## src/hdl/diss_defines.vh

```
`ifndef DISS_DEFINES_VH
`define DISS_DEFINES_VH
`define DISS_NUM_STAGES 8
`define DISS_STAGE_MSB 7
`define DISS_FIFO_WIDTH 8
`define DISS_FIFO_DEPTH 32
`define DISS_FIFO_AW 5
`define DISS_SYNC_W 2
`define DISS_ZERO_BYTE 8'h00
`define DISS_BIT_CNT_W 3
`define DISS_BIT_CNT_ZERO 3'h0
`define DISS_BIT_CNT_LAST 3'h7
`define DISS_BIT_CNT_ONE 3'h1
`endif

```

## src/hdl/diss_fifo.v

```verilog
`timescale 1ns/1ps
// ==========================================================================
// Synchronous FIFO with valid/ready on both sides.
// Read data comes out of a register.
module diss_fifo
#(
  parameter WIDTH = 8,
  parameter DEPTH = 32,
  parameter AW = 5
)
(
  input wire clk_sys_i,
  input wire rst_i,
  input wire ce_i,
  input wire [WIDTH-1:0] wr_data_i,
  input wire wr_valid_i,
  output wire wr_ready_o,
  output reg [WIDTH-1:0] rd_data_o,
  output reg rd_valid_o,
  input wire rd_ready_i
);
  reg [WIDTH-1:0] mem [0:DEPTH-1];
  reg [AW:0] wr_ptr_ff;
  reg [AW:0] rd_ptr_ff;
  wire empty;
  wire full;
  wire do_wr;
  wire do_rd;

  assign empty = (wr_ptr_ff == rd_ptr_ff);
  assign full = (wr_ptr_ff[AW-1:0] == rd_ptr_ff[AW-1:0]) && (wr_ptr_ff[AW] != rd_ptr_ff[AW]);
  assign wr_ready_o = ~full;
  assign do_wr = wr_valid_i & ~full;
  // Refill the output register when it is empty or being drained.
  assign do_rd = ~empty & (~rd_valid_o | rd_ready_i);

  always @(posedge clk_sys_i)
  begin
    if (ce_i && do_wr)
    begin
      mem[wr_ptr_ff[AW-1:0]] <= wr_data_i;
    end
  end

  always @(posedge clk_sys_i)
  begin
    if (rst_i)
    begin
      wr_ptr_ff <= {(AW+1){1'b0}};
      rd_ptr_ff <= {(AW+1){1'b0}};
      rd_valid_o <= 1'b0;
      rd_data_o <= {WIDTH{1'b0}};
    end
    else if (ce_i)
    begin
      if (do_wr)
      begin
        wr_ptr_ff <= wr_ptr_ff + 1'b1;
      end
      if (do_rd)
      begin
        rd_data_o <= mem[rd_ptr_ff[AW-1:0]];
        rd_ptr_ff <= rd_ptr_ff + 1'b1;
        rd_valid_o <= 1'b1;
      end
      else if (rd_ready_i)
      begin
        rd_valid_o <= 1'b0;
      end
    end
  end
endmodule

```

## src/hdl/diss_top.v

```verilog
`timescale 1ns/1ps
// Summary of operation
// - Select falling edge loads eight inputs in parallel.
// - Shift clock rising edge shifts stages, chain in.
// - Select low drives output, enables shifting.
// - Select high floats output, ignores clock.
// - Output shows stage 8 when enabled.
// - Unconnected chain input reads as zero only with a pull-down at the pin.
// - After select falls, output shows input 8.
// - Mode 0 slave: sample and shift rising.
// - Two-device chain: sixteen bits per select.
`include "diss_defines.vh"
module diss_top
(
  input wire clk_sys_i,
  input wire rst_i,
  input wire ce_i,
  input wire [`DISS_STAGE_MSB:0] discrete_in_i,
  input wire select_n_i,
  input wire shift_clk_i,
  input wire chain_serial_in_i,
  output reg serial_out_o,
  output reg serial_out_oe_o,
  output wire [`DISS_FIFO_WIDTH-1:0] snap_data_o,
  output wire snap_valid_o,
  input wire snap_ready_i,
  output reg snap_drop_o
);
  // ==========================================================================
  // Input synchronisers.
  // Every discrete, select, shift clock and chain pin comes from outside this clock, so each passes two flops first.
  reg [`DISS_STAGE_MSB:0] din_meta_ff;
  reg [`DISS_STAGE_MSB:0] din_sync_ff;
  reg sel_meta_ff;
  reg sel_sync_ff;
  reg sel_prev_ff;
  reg sclk_meta_ff;
  reg sclk_sync_ff;
  reg sclk_prev_ff;
  reg chain_serial_in_meta_ff;
  reg chain_serial_in_sync_ff;

  always @(posedge clk_sys_i)
  begin
    if (rst_i)
    begin
      din_meta_ff <= `DISS_ZERO_BYTE;
      din_sync_ff <= `DISS_ZERO_BYTE;
      sel_meta_ff <= 1'b1;
      sel_sync_ff <= 1'b1;
      sel_prev_ff <= 1'b1;
      sclk_meta_ff <= 1'b0;
      sclk_sync_ff <= 1'b0;
      sclk_prev_ff <= 1'b0;
      chain_serial_in_meta_ff <= 1'b0;
      chain_serial_in_sync_ff <= 1'b0;
    end
    else if (ce_i)
    begin
      din_meta_ff <= discrete_in_i;
      din_sync_ff <= din_meta_ff;
      sel_meta_ff <= select_n_i;
      sel_sync_ff <= sel_meta_ff;
      sel_prev_ff <= sel_sync_ff;
      sclk_meta_ff <= shift_clk_i;
      sclk_sync_ff <= sclk_meta_ff;
      sclk_prev_ff <= sclk_sync_ff;
      // A floating chain input is expected to be pulled low at the pin, so
      // only a driven high shifts in a one.
      chain_serial_in_meta_ff <= chain_serial_in_i;
      chain_serial_in_sync_ff <= chain_serial_in_meta_ff;
    end
  end

  // ==========================================================================
  // Edge detection.
  wire sel_fall;
  wire sel_low;
  wire sclk_rise;

  assign sel_fall = sel_prev_ff & ~sel_sync_ff;
  assign sel_low = ~sel_sync_ff;
  // Only rising edges are looked for; falling edges pass unnoticed.
  assign sclk_rise = ~sclk_prev_ff & sclk_sync_ff;

  // ==========================================================================
  // Shift register.
  // Bit 0 is stage 1 and bit 7 is stage 8.
  reg [`DISS_STAGE_MSB:0] shift_stage_ff;
  reg [`DISS_STAGE_MSB:0] nxt_shift_stage;

  always @*
  begin
    nxt_shift_stage = shift_stage_ff;
    if (sel_fall)
    begin
      nxt_shift_stage = din_sync_ff;
    end
    else if (sel_low && sclk_rise)
    begin
      nxt_shift_stage = {shift_stage_ff[`DISS_STAGE_MSB-1:0], chain_serial_in_sync_ff};
    end
  end

  always @(posedge clk_sys_i)
  begin
    if (rst_i)
    begin
      shift_stage_ff <= `DISS_ZERO_BYTE;
    end
    else if (ce_i)
    begin
      shift_stage_ff <= nxt_shift_stage;
    end
  end

  // ==========================================================================
  // Serial output.
  // The output flop follows the next stage value so it lines up with the
  // register in the same cycle, one flop after the decision.
  always @(posedge clk_sys_i)
  begin
    if (rst_i)
    begin
      serial_out_o <= 1'b0;
      serial_out_oe_o <= 1'b0;
    end
    else if (ce_i)
    begin
      serial_out_o <= nxt_shift_stage[`DISS_STAGE_MSB];
      serial_out_oe_o <= sel_low;
    end
  end

  // ==========================================================================
  // Snapshot stream.
  // Each load also pushes the captured byte into a FIFO for local logic.
  // When the FIFO is full the snapshot is lost and a flag pulses, which is
  // preferred over stalling the serial link the master controls.
  wire snap_wr_ready;

  always @(posedge clk_sys_i)
  begin
    if (rst_i)
    begin
      snap_drop_o <= 1'b0;
    end
    else if (ce_i)
    begin
      snap_drop_o <= sel_fall & ~snap_wr_ready;
    end
  end

  diss_fifo
  #(
    .WIDTH(`DISS_FIFO_WIDTH),
    .DEPTH(`DISS_FIFO_DEPTH),
    .AW(`DISS_FIFO_AW)
  )
  i_diss_fifo
  (
    .clk_sys_i(clk_sys_i),
    .rst_i(rst_i),
    .ce_i(ce_i),
    .wr_data_i(din_sync_ff),
    .wr_valid_i(sel_fall),
    .wr_ready_o(snap_wr_ready),
    .rd_data_o(snap_data_o),
    .rd_valid_o(snap_valid_o),
    .rd_ready_i(snap_ready_i)
  );
endmodule

```

## config.mk

```make
export PLATFORM = sky130hd
export DESIGN_NAME = diss_top
export DESIGN_NICKNAME = d
export VERILOG_FILES = /design/src/hdl/diss_fifo.v /design/src/hdl/diss_top.v
export VERILOG_INCLUDE_DIRS = /design/src /design/src/hdl
export SDC_FILE = /design/constraint.sdc
export NUM_CORES = 1
export LEC_CHECK = 0
export ABC_AREA = 1
export BUFFER_PORTS_ARGS = -buffer_cell sky130_fd_sc_hd__buf_2
export CORE_AREA = 2 2 158 160
export CTS_CLUSTER_DIAMETER = 80
export CTS_CLUSTER_SIZE = 28
export DETAILED_ROUTE_END_ITERATION = 16
export DIE_AREA = 0 0 160 162
export PLACE_DENSITY = 0.84
export REMOVE_ABC_BUFFERS = 1
export SYNTH_ARGS = -nofsm -noshare
export SYNTH_HDL_FRONTEND = slang
export SYNTH_HIERARCHICAL = 1
export SYNTH_SLANG_ARGS = --single-unit
```

## constraint.sdc

```tcl
create_clock -name clk_sys_i -period 2.12 [get_ports clk_sys_i]
set_input_delay 0.53 -clock clk_sys_i [delete_from_list [all_inputs] [get_ports clk_sys_i]]
set_output_delay 0.53 -clock clk_sys_i [all_outputs]
set_load 0.03 [all_outputs]
```

==> summary.md, run 1 <==
| Metric | Value |
|---|---|
| Outcome | `finished, final reports clean` |
| CP Class | `reg2reg` |
| Switching Fraction | `0.264` |
| Final Skew | `0.0280 ns` |
| Flop2flop setup slack | `0.08 ns` |
| Cell count after synthesis | `1350` |
| Seq pwr share | `0.582` |
| Vias in the first global route | `9126` |
| Largest net degree at the start of global routing | `81` |
| Share of cells above drive strength 1 | `0.0968` |
| Internal | `8.55 mW` |
| Worst-skew pair later-pin latency | `0.51 ns` |
| Cells on worst reg2reg path | `6` |
| Dominant synthesized flop cell | `edfxtp_1` |
| # diodes | `0` |
| Hold_buf cts | `0` |
| Clock power share | `0.274` |
| Slew headroom | `0.517` |
| Remaining antenna violation count after routing | `0` |
| Root Buffer Master | `clkbuf_16` |
| Clock Pin Slew Worst Setup and Hold Paths | `0.11 ns` |
| Worst Path Max Fanout | `8` |
| Tcrit/Tclk final | `0.961` |
| Die Span Y | `162 µm` |
| Setup crit start kind | `flop` |
| Number of max-cap violations | `0` |
| Yosys top cell area share | `0.577` |
| RSZ-0062 raised after global routing | `no` |
| Worst hold slack | `0.243 ns` |
| R2R Path Start | `i_diss_fifo/wr_ptr_ff[0]$_SDFFE_PP0P_` |
| Initial Util | `0.553` |
| Seq/Total Area, Yosys | `0.659` |
| WHS Endpoint | `chain_serial_in_meta_ff$_SDFFE_PP0P_` |
| Routed WL per cell | `17.0 µm` |
| Hold Crit Class | `in2reg` |
| Dpl ws | `0.0906 ns` |
| Via count | `9398` |
| Maximum VDD drop | `0.543 mV` |
| Library cells used by synthesis | `29` |
| GP Congestion | `0.879` |
| GRT Total Usage | `0.230` |
| Crit path capture type | `flop` |
| Clock Path Buffers | `3` |
| Drt total wl | `29.4 mm` |
| Crit path time final | `2.04 ns` |
| Max Slew Vio Count | `0` |
| I/O Pins | `27` |
| DP HPWL | `18.9 mm` |
| DRC viols | `0` |
| 1st-pass router iterations | `6` |
| Largest area contributor in the netlist | `edfxtp_1` |
| Total CTS buffers | `15` |
| Filler cells | `1930` |
| Final setup violation count | `0` |
| Via density | `5.44` |
| Clock sinks | `311` |
| H-tree levels | `1` |
| Power Density | `799 nW/µm²` |
| Leakage | `5.96 nW` |
| Max frequency | `491 MHz` |
| Rows | `57` |
| Post-synth EDFFs | `256` |
| Antenna violations before repair | `0` |
| Multi-input gate area | `3620 µm²` |
| Setup ws final | `0.0833 ns` |
| Nets | `1417` |
| Area contributors post-synth | `edfxtp_1 (58%), nand2_1 (12%), dfxtp_1 (8.3%)` |
| DRT iter0 DRCs | `1015` |
| # Post-CTS Setup Buffers | `0` |
| Reg area | `8790 µm²` |
| Pwr Total | `11.6 mW` |
| Synth warnings | `6` |
| Area Overhead vs Synth | `9.13%` |
| Core Area | `24100 µm²` |
| Worst Tran Pin Value | `0.723 ns` |
| Die ar. | `25900 µm²` |
| Ys async rst share | `0` |
| Post-CTS sizing | `0` |
| Avg Synthesized Cell Area | `9.87 µm²` |
| First-pass GRT wire length | `46.6 mm` |
| GR Overflow Total | `0` |
| Die width | `160 µm` |
| Port bufs | `26` |
| WHS Path Cells | `3` |
| Flops & latches, synth | `311` |
| NetSw | `3.07 mW` |
| WP data arrival | `2.24 ns` |
| Worst R2R End | `i_diss_fifo/mem[30][5]$_DFFE_PP_` |
| Comb power frac | `0.144` |
| CP Data Required Time | `2.32 ns` |
| CTS tree | `yes` |
| Hold path start | `chain_serial_in_i` |
| Synthesized area | `13300 µm²` |
| Final Hold Viols | `0` |
[metrics by stage]
stage,util,cell area [µm²],instances,TNS (ns)
after global routing,0.603,14500,1729,0
final,0.603,14500,1729,0
after global placement,0.585,14100,1704,0
after detailed placement,0.585,14100,1704,0
after floorplan,-,12900,1279,-612.80
after CTS,0.603,14500,1729,0
[Yosys cell counts, drive strengths merged (12+ instances only)]
cell    instances
buf            53
clkbuf         18
inv           132
nor3           32
edfxtp        256
xor2           12
nand2         419
dfxtp          55
o21ai          36
nor2          113
a21oi          42
nand3         165
[power groups by stage]
stage / clock [mW] / combinational, mW / sequential [mW]
6_report: 3.19 / 1.67 / 6.76
5_1_grt: 3.42 / 1.84 / 6.77
4_1_cts: 3.23 / 1.65 / 6.76
3_5_place_dp: 0 / 1.64 / 6.90
3_3_place_gp: 0 / 1.60 / 6.89
2_1_floorplan: 0 / 0.857 / 7.09
[worst max-delay path: stages (launching register included)]
cell and delay (ns):
dfxtp_1 0.33, buf_4 0.16, inv_1 0.11, ha_1 0.16, clkinv_1 0.41, nor3_1 0.33, buf_4 0.21
[cell families after synthesis]
kind of cell | Yosys count | synth area share
simple gates | 732 | 0.229
flops | 311 | 0.659
buf+inv | 210 | 0.0687
compound gates | 79 | 0.0299
xor+xnor | 13 | 0.00854
fa+ha+maj | 5 | 0.00469
[cell usage in the layout (no fill, tap or decap), types with 2 or more instances in the layout]
master | netlist | final
clkinv_1 | 7 | 7
buf_2 | 35 | 26
inv_6 | 1 | 2
xor2_1 | 12 | 12
ha_1 | 5 | 5
a21oi_1 | 42 | 42
clkbuf_1 | 18 | 8
edfxtp_1 | 256 | 256
nor2_2 | 2 | 2
nand2_1 | 414 | 414
inv_1 | 128 | 126
buf_12 | 0 | 5
dfxtp_1 | 55 | 52
inv_2 | 3 | 4
nand2_4 | 2 | 2
buf_4 | 7 | 69
nor2_1 | 110 | 110
o21ai_0 | 36 | 36
nor3_1 | 31 | 31
nand3_1 | 165 | 165
dfxtp_2 | 0 | 2
nand2_2 | 3 | 3
clkbuf_16 | 0 | 15
[worst max path at each step]
stage | cells after the start | start | slack, ns | end
2_1_floorplan | 5 | i_diss_fifo/rd_ptr_ff[0]$_SDFFE_PP0P_ | -2.85 | i_diss_fifo/rd_ptr_ff[5]$_SDFFE_PP0P_
3_3_place_gp | 6 | i_diss_fifo/wr_ptr_ff[0]$_SDFFE_PP0P_ | 0.26 | i_diss_fifo/mem[22][2]$_DFFE_PP_
3_5_place_dp | 9 | i_diss_fifo/rd_ptr_ff[2]$_SDFFE_PP0P_ | 0.09 | i_diss_fifo/mem[4][1]$_DFFE_PP_
4_1_cts | 9 | i_diss_fifo/rd_ptr_ff[2]$_SDFFE_PP0P_ | 0.07 | i_diss_fifo/mem[13][3]$_DFFE_PP_
5_1_grt | 9 | i_diss_fifo/wr_ptr_ff[3]$_SDFFE_PP0P_ | 0.02 | i_diss_fifo/mem[13][3]$_DFFE_PP_
6_report | 6 | i_diss_fifo/wr_ptr_ff[0]$_SDFFE_PP0P_ | 0.08 | i_diss_fifo/mem[30][5]$_DFFE_PP_
[cell type report]
class,instances,share of cell area
tap,324,0.0279
clock inverter,2,0.00198
sequential,311,0.605
inverter,139,0.0363
multi-input combinational,829,0.249
timing repair buffer,101,0.0522
clock buffer,23,0.0279
[per-layer routing]
| metal | vias up | global-route usage | routed length [µm] |
|---|---|---|---|
| met1 | 4317 | 0.305 | 11400 |
| met2 | 496 | 0.383 | 14000 |
| met3 | 80 | 0.0327 | 2870 |
| li1 | 4505 | - | - |
| met4 | 0 | 0.0975 | 1150 |
| met5 | - | 0 | 0 |
[state kept, by name, summed over array words and instances (netlist names), 6 cells and up]
signal,flops
din_meta_ff,8
din_sync_ff,8
i_diss_fifo/mem,256
i_diss_fifo/rd_data_o,8
i_diss_fifo/rd_ptr_ff,6
i_diss_fifo/wr_ptr_ff,6
shift_stage_ff,8
Note: power is estimated with default switching activity, not from simulation.
==> run 2, diff against run 1 <==
--- a/config.mk
+++ b/config.mk
@@ -13,6 +13,7 @@
 export CTS_CLUSTER_SIZE = 28
 export DETAILED_ROUTE_END_ITERATION = 16
 export DIE_AREA = 0 0 160 162
+export GPL_ROUTABILITY_DRIVEN = 0
 export PLACE_DENSITY = 0.84
 export REMOVE_ABC_BUFFERS = 1
 export SYNTH_ARGS = -nofsm -noshare
==> constraint.sdc (replaced) <==
create_clock -name clk_sys_i -period 1.82 [get_ports clk_sys_i]
set_input_delay 0.273 -clock clk_sys_i [delete_from_list [all_inputs] [get_ports clk_sys_i]]
set_output_delay 0.273 -clock clk_sys_i [all_outputs]
set_load 0.03 [all_outputs]
==> summary.md, run 2 (synthesis gave the netlist of run 1 again) <==
| Metric | Value |
|---|---|
| Worst Tran Pin Value | `0.510 ns (was 0.723 ns)` |
| CP Data Required Time | `2.04 ns (was 2.32 ns)` |
| Flop2flop setup slack | `0.02 ns (was 0.08 ns)` |
| Clock Path Buffers | `3 (unchanged)` |
| CTS tree | `yes (unchanged)` |
| DRT iter0 DRCs | `1073 (was 1015)` |
| H-tree levels | `1 (unchanged)` |
| 1st-pass router iterations | `6 (unchanged)` |
| GR peak layer | `met2 (unchanged)` |
| Power Density | `916 nW/µm² (was 799 nW/µm²)` |
| Dpl cells | `1714 (was 1704)` |
| CP Class | `reg2reg (unchanged)` |
| Outcome | `finished, final reports clean (unchanged)` |
| Met2 GRT Util | `0.390 (was 0.383)` |
| Worst path cell trace | `xor2_2, nor2_1, nand2_1, nor2_2, nand2_4, nand2_8, buf_12, nor3_1, buf_4 (was buf_4, inv_1, ha_1, clkinv_1, nor3_1, buf_4)` |
| Routed WL per cell | `17.6 µm (was 17.0 µm)` |
| Slew headroom | `0.659 (was 0.517)` |
| First-pass GRT wire length | `47.3 mm (was 46.6 mm)` |
| Slowest cell on crit path | `dfxtp_4 (was clkinv_1)` |
| CP max stage delay | `0.42 ns (was 0.41 ns)` |
| Core Area | `24100 µm² (unchanged)` |
| Largest net degree at the start of global routing | `55 (was 81)` |
| Initial Util | `0.553 (unchanged)` |
| Share of cells above drive strength 1 | `0.119 (was 0.0968)` |
| Clock Pin Slew Worst Setup and Hold Paths | `0.11 ns (about the same)` |
| WP data arrival | `2.02 ns (was 2.24 ns)` |
| Via density | `5.47 (was 5.44)` |
| Remaining antenna violation count after routing | `0 (unchanged)` |
| DRC viols | `0 (unchanged)` |
| Maximum VDD drop | `0.753 mV (was 0.543 mV)` |
| Die ar. | `25900 µm² (unchanged)` |
| M1 GR Usage | `0.327 (was 0.305)` |
| Tcrit/Tclk final | `0.990 (was 0.961)` |
| Met3 global-route usage | `0.0289 (was 0.0327)` |
| Die width | `160 µm (unchanged)` |
| Max FFs per register | `256 (unchanged)` |
| Leakage | `6.12 nW (was 5.96 nW)` |
| Crit path capture type | `flop (unchanged)` |
| I/O Pins | `27 (unchanged)` |
| Post-Route Setup TNS | `0 ns (unchanged)` |
| Commonest non-fill, non-tap cells in the layout | `nand2_1 (414), edfxtp_1 (256), nand3_1 (165) (unchanged)` |
| Post-Layout Cell Count | `1751 (was 1729)` |
| DP HPWL | `18.9 mm (about the same)` |
| Nets | `1439 (was 1417)` |
| GR Overflow Total | `0 (unchanged)` |
| Drt total wl | `30.8 mm (was 29.4 mm)` |
| GRT Total Usage | `0.234 (was 0.230)` |
| Die Span Y | `162 µm (unchanged)` |
| Port bufs | `26 (unchanged)` |
| Max frequency | `555 MHz (was 491 MHz)` |
| Vias in the first global route | `8961 (was 9126)` |
| Root Buffer Master | `clkbuf_16 (unchanged)` |
| Final Hold Viols | `0 (unchanged)` |
| # diodes | `0 (unchanged)` |
| Hold Crit Class | `in2reg (unchanged)` |
| Area Overhead vs Synth | `12.3% (was 9.13%)` |
| Final setup violation count | `0 (unchanged)` |
| Setup crit start kind | `flop (unchanged)` |
| Worst-skew pair later-pin latency | `0.50 ns (was 0.51 ns)` |
| Worst Path Max Fanout | `19 (was 8)` |
| Crit path time final | `1.80 ns (was 2.04 ns)` |
| Max Slew Vio Count | `0 (unchanged)` |
| Total CTS buffers | `15 (unchanged)` |
| Rows | `57 (unchanged)` |
| Final Skew | `0.0233 ns (was 0.0280 ns)` |
| Most common cell after layout, fill and taps aside | `nand2_1 (unchanged)` |
| Number of max-cap violations | `0 (unchanged)` |
| Antenna violations before repair | `0 (unchanged)` |
| Fin util | `0.621 (was 0.603)` |
| Via count | `9572 (was 9398)` |
| Clock sinks | `311 (unchanged)` |
run 2: cell types whose count changed in the layout (fill, tap and decap cells not counted), sizes merged:
cell	before	now
buf	101	112
clkbuf	23	24
clkinv	8	10
dlygate4sd3	0	9
inv	133	132
run 2: cell type report:
class                      instances  area, µm²
tap                              324        405
fill                            1875       9130
sequential                       311       8800
clock inverter                     3       32.5
clock buffer                      22        402
multi-input combinational        829       3740
inverter                         139        528
timing repair buffer             123       1070
run 2: worst paths after layout:
check | to | depth (start not counted) | startpoint
hold / removal | din_meta_ff[2]$_SDFFE_PP0P_ | 3 | discrete_in_i[2]
setup / recovery | i_diss_fifo/mem[1][4]$_DFFE_PP_ | 9 | i_diss_fifo/rd_ptr_ff[0]$_SDFFE_PP0P_
setup reg to reg | i_diss_fifo/mem[1][4]$_DFFE_PP_ | 9 | i_diss_fifo/rd_ptr_ff[0]$_SDFFE_PP0P_
hold reg to reg | sclk_prev_ff$_SDFFE_PP0P_ | 2 | sclk_prev_ff$_SDFFE_PP0P_
run 2: worst max-delay path, delay by kind of cell, from the launching register on:
family	cells	cell delay, ns
buffers and inverters	2	0.38
flip-flops	1	0.42
XOR/XNOR	1	0.16
AND/OR/NAND/NOR	6	0.56
run 2: what timing repair did:
item,4_1_cts,5_1_grt
setup buffers,0,1
hold endpoints to repair,9,0
cloned,0,2
endpoints found under the setup margin,16,205
resized for setup,1,30
hold buffers,9,0
run 2: metal layers:
metal	share of wire	up-vias
li1	-	4543
met1	0.39	4399
met2	0.47	546
met3	0.11	84
met4	0.032	0
met5	0	-
run 2: per-stage QoR:
step / total power, mW / setup WS [ns] / hold WS [ns] / instance area (µm²)
after global placement: 9.97 / 0.0511 / 0.441 / 14200
after CTS: 13.7 / 0.0139 / 0.00246 / 14800
after floorplan: 9.26 / -3.15 / 0.342 / 12900
final: 13.7 / 0.0187 / 0.00330 / 15000
after detailed placement: 10.0 / 0.00507 / 0.455 / 14200
after global routing: 14.2 / -0.0856 / 0.00949 / 15000
run 2: report_power, final:
group / switching, mW / internal, mW / total, mW
logic: 1.48 / 0.664 / 2.14
registers: 0.0785 / 7.79 / 7.87
clock network: 2.11 / 1.59 / 3.70
total: 3.67 / 10.0 / 13.7
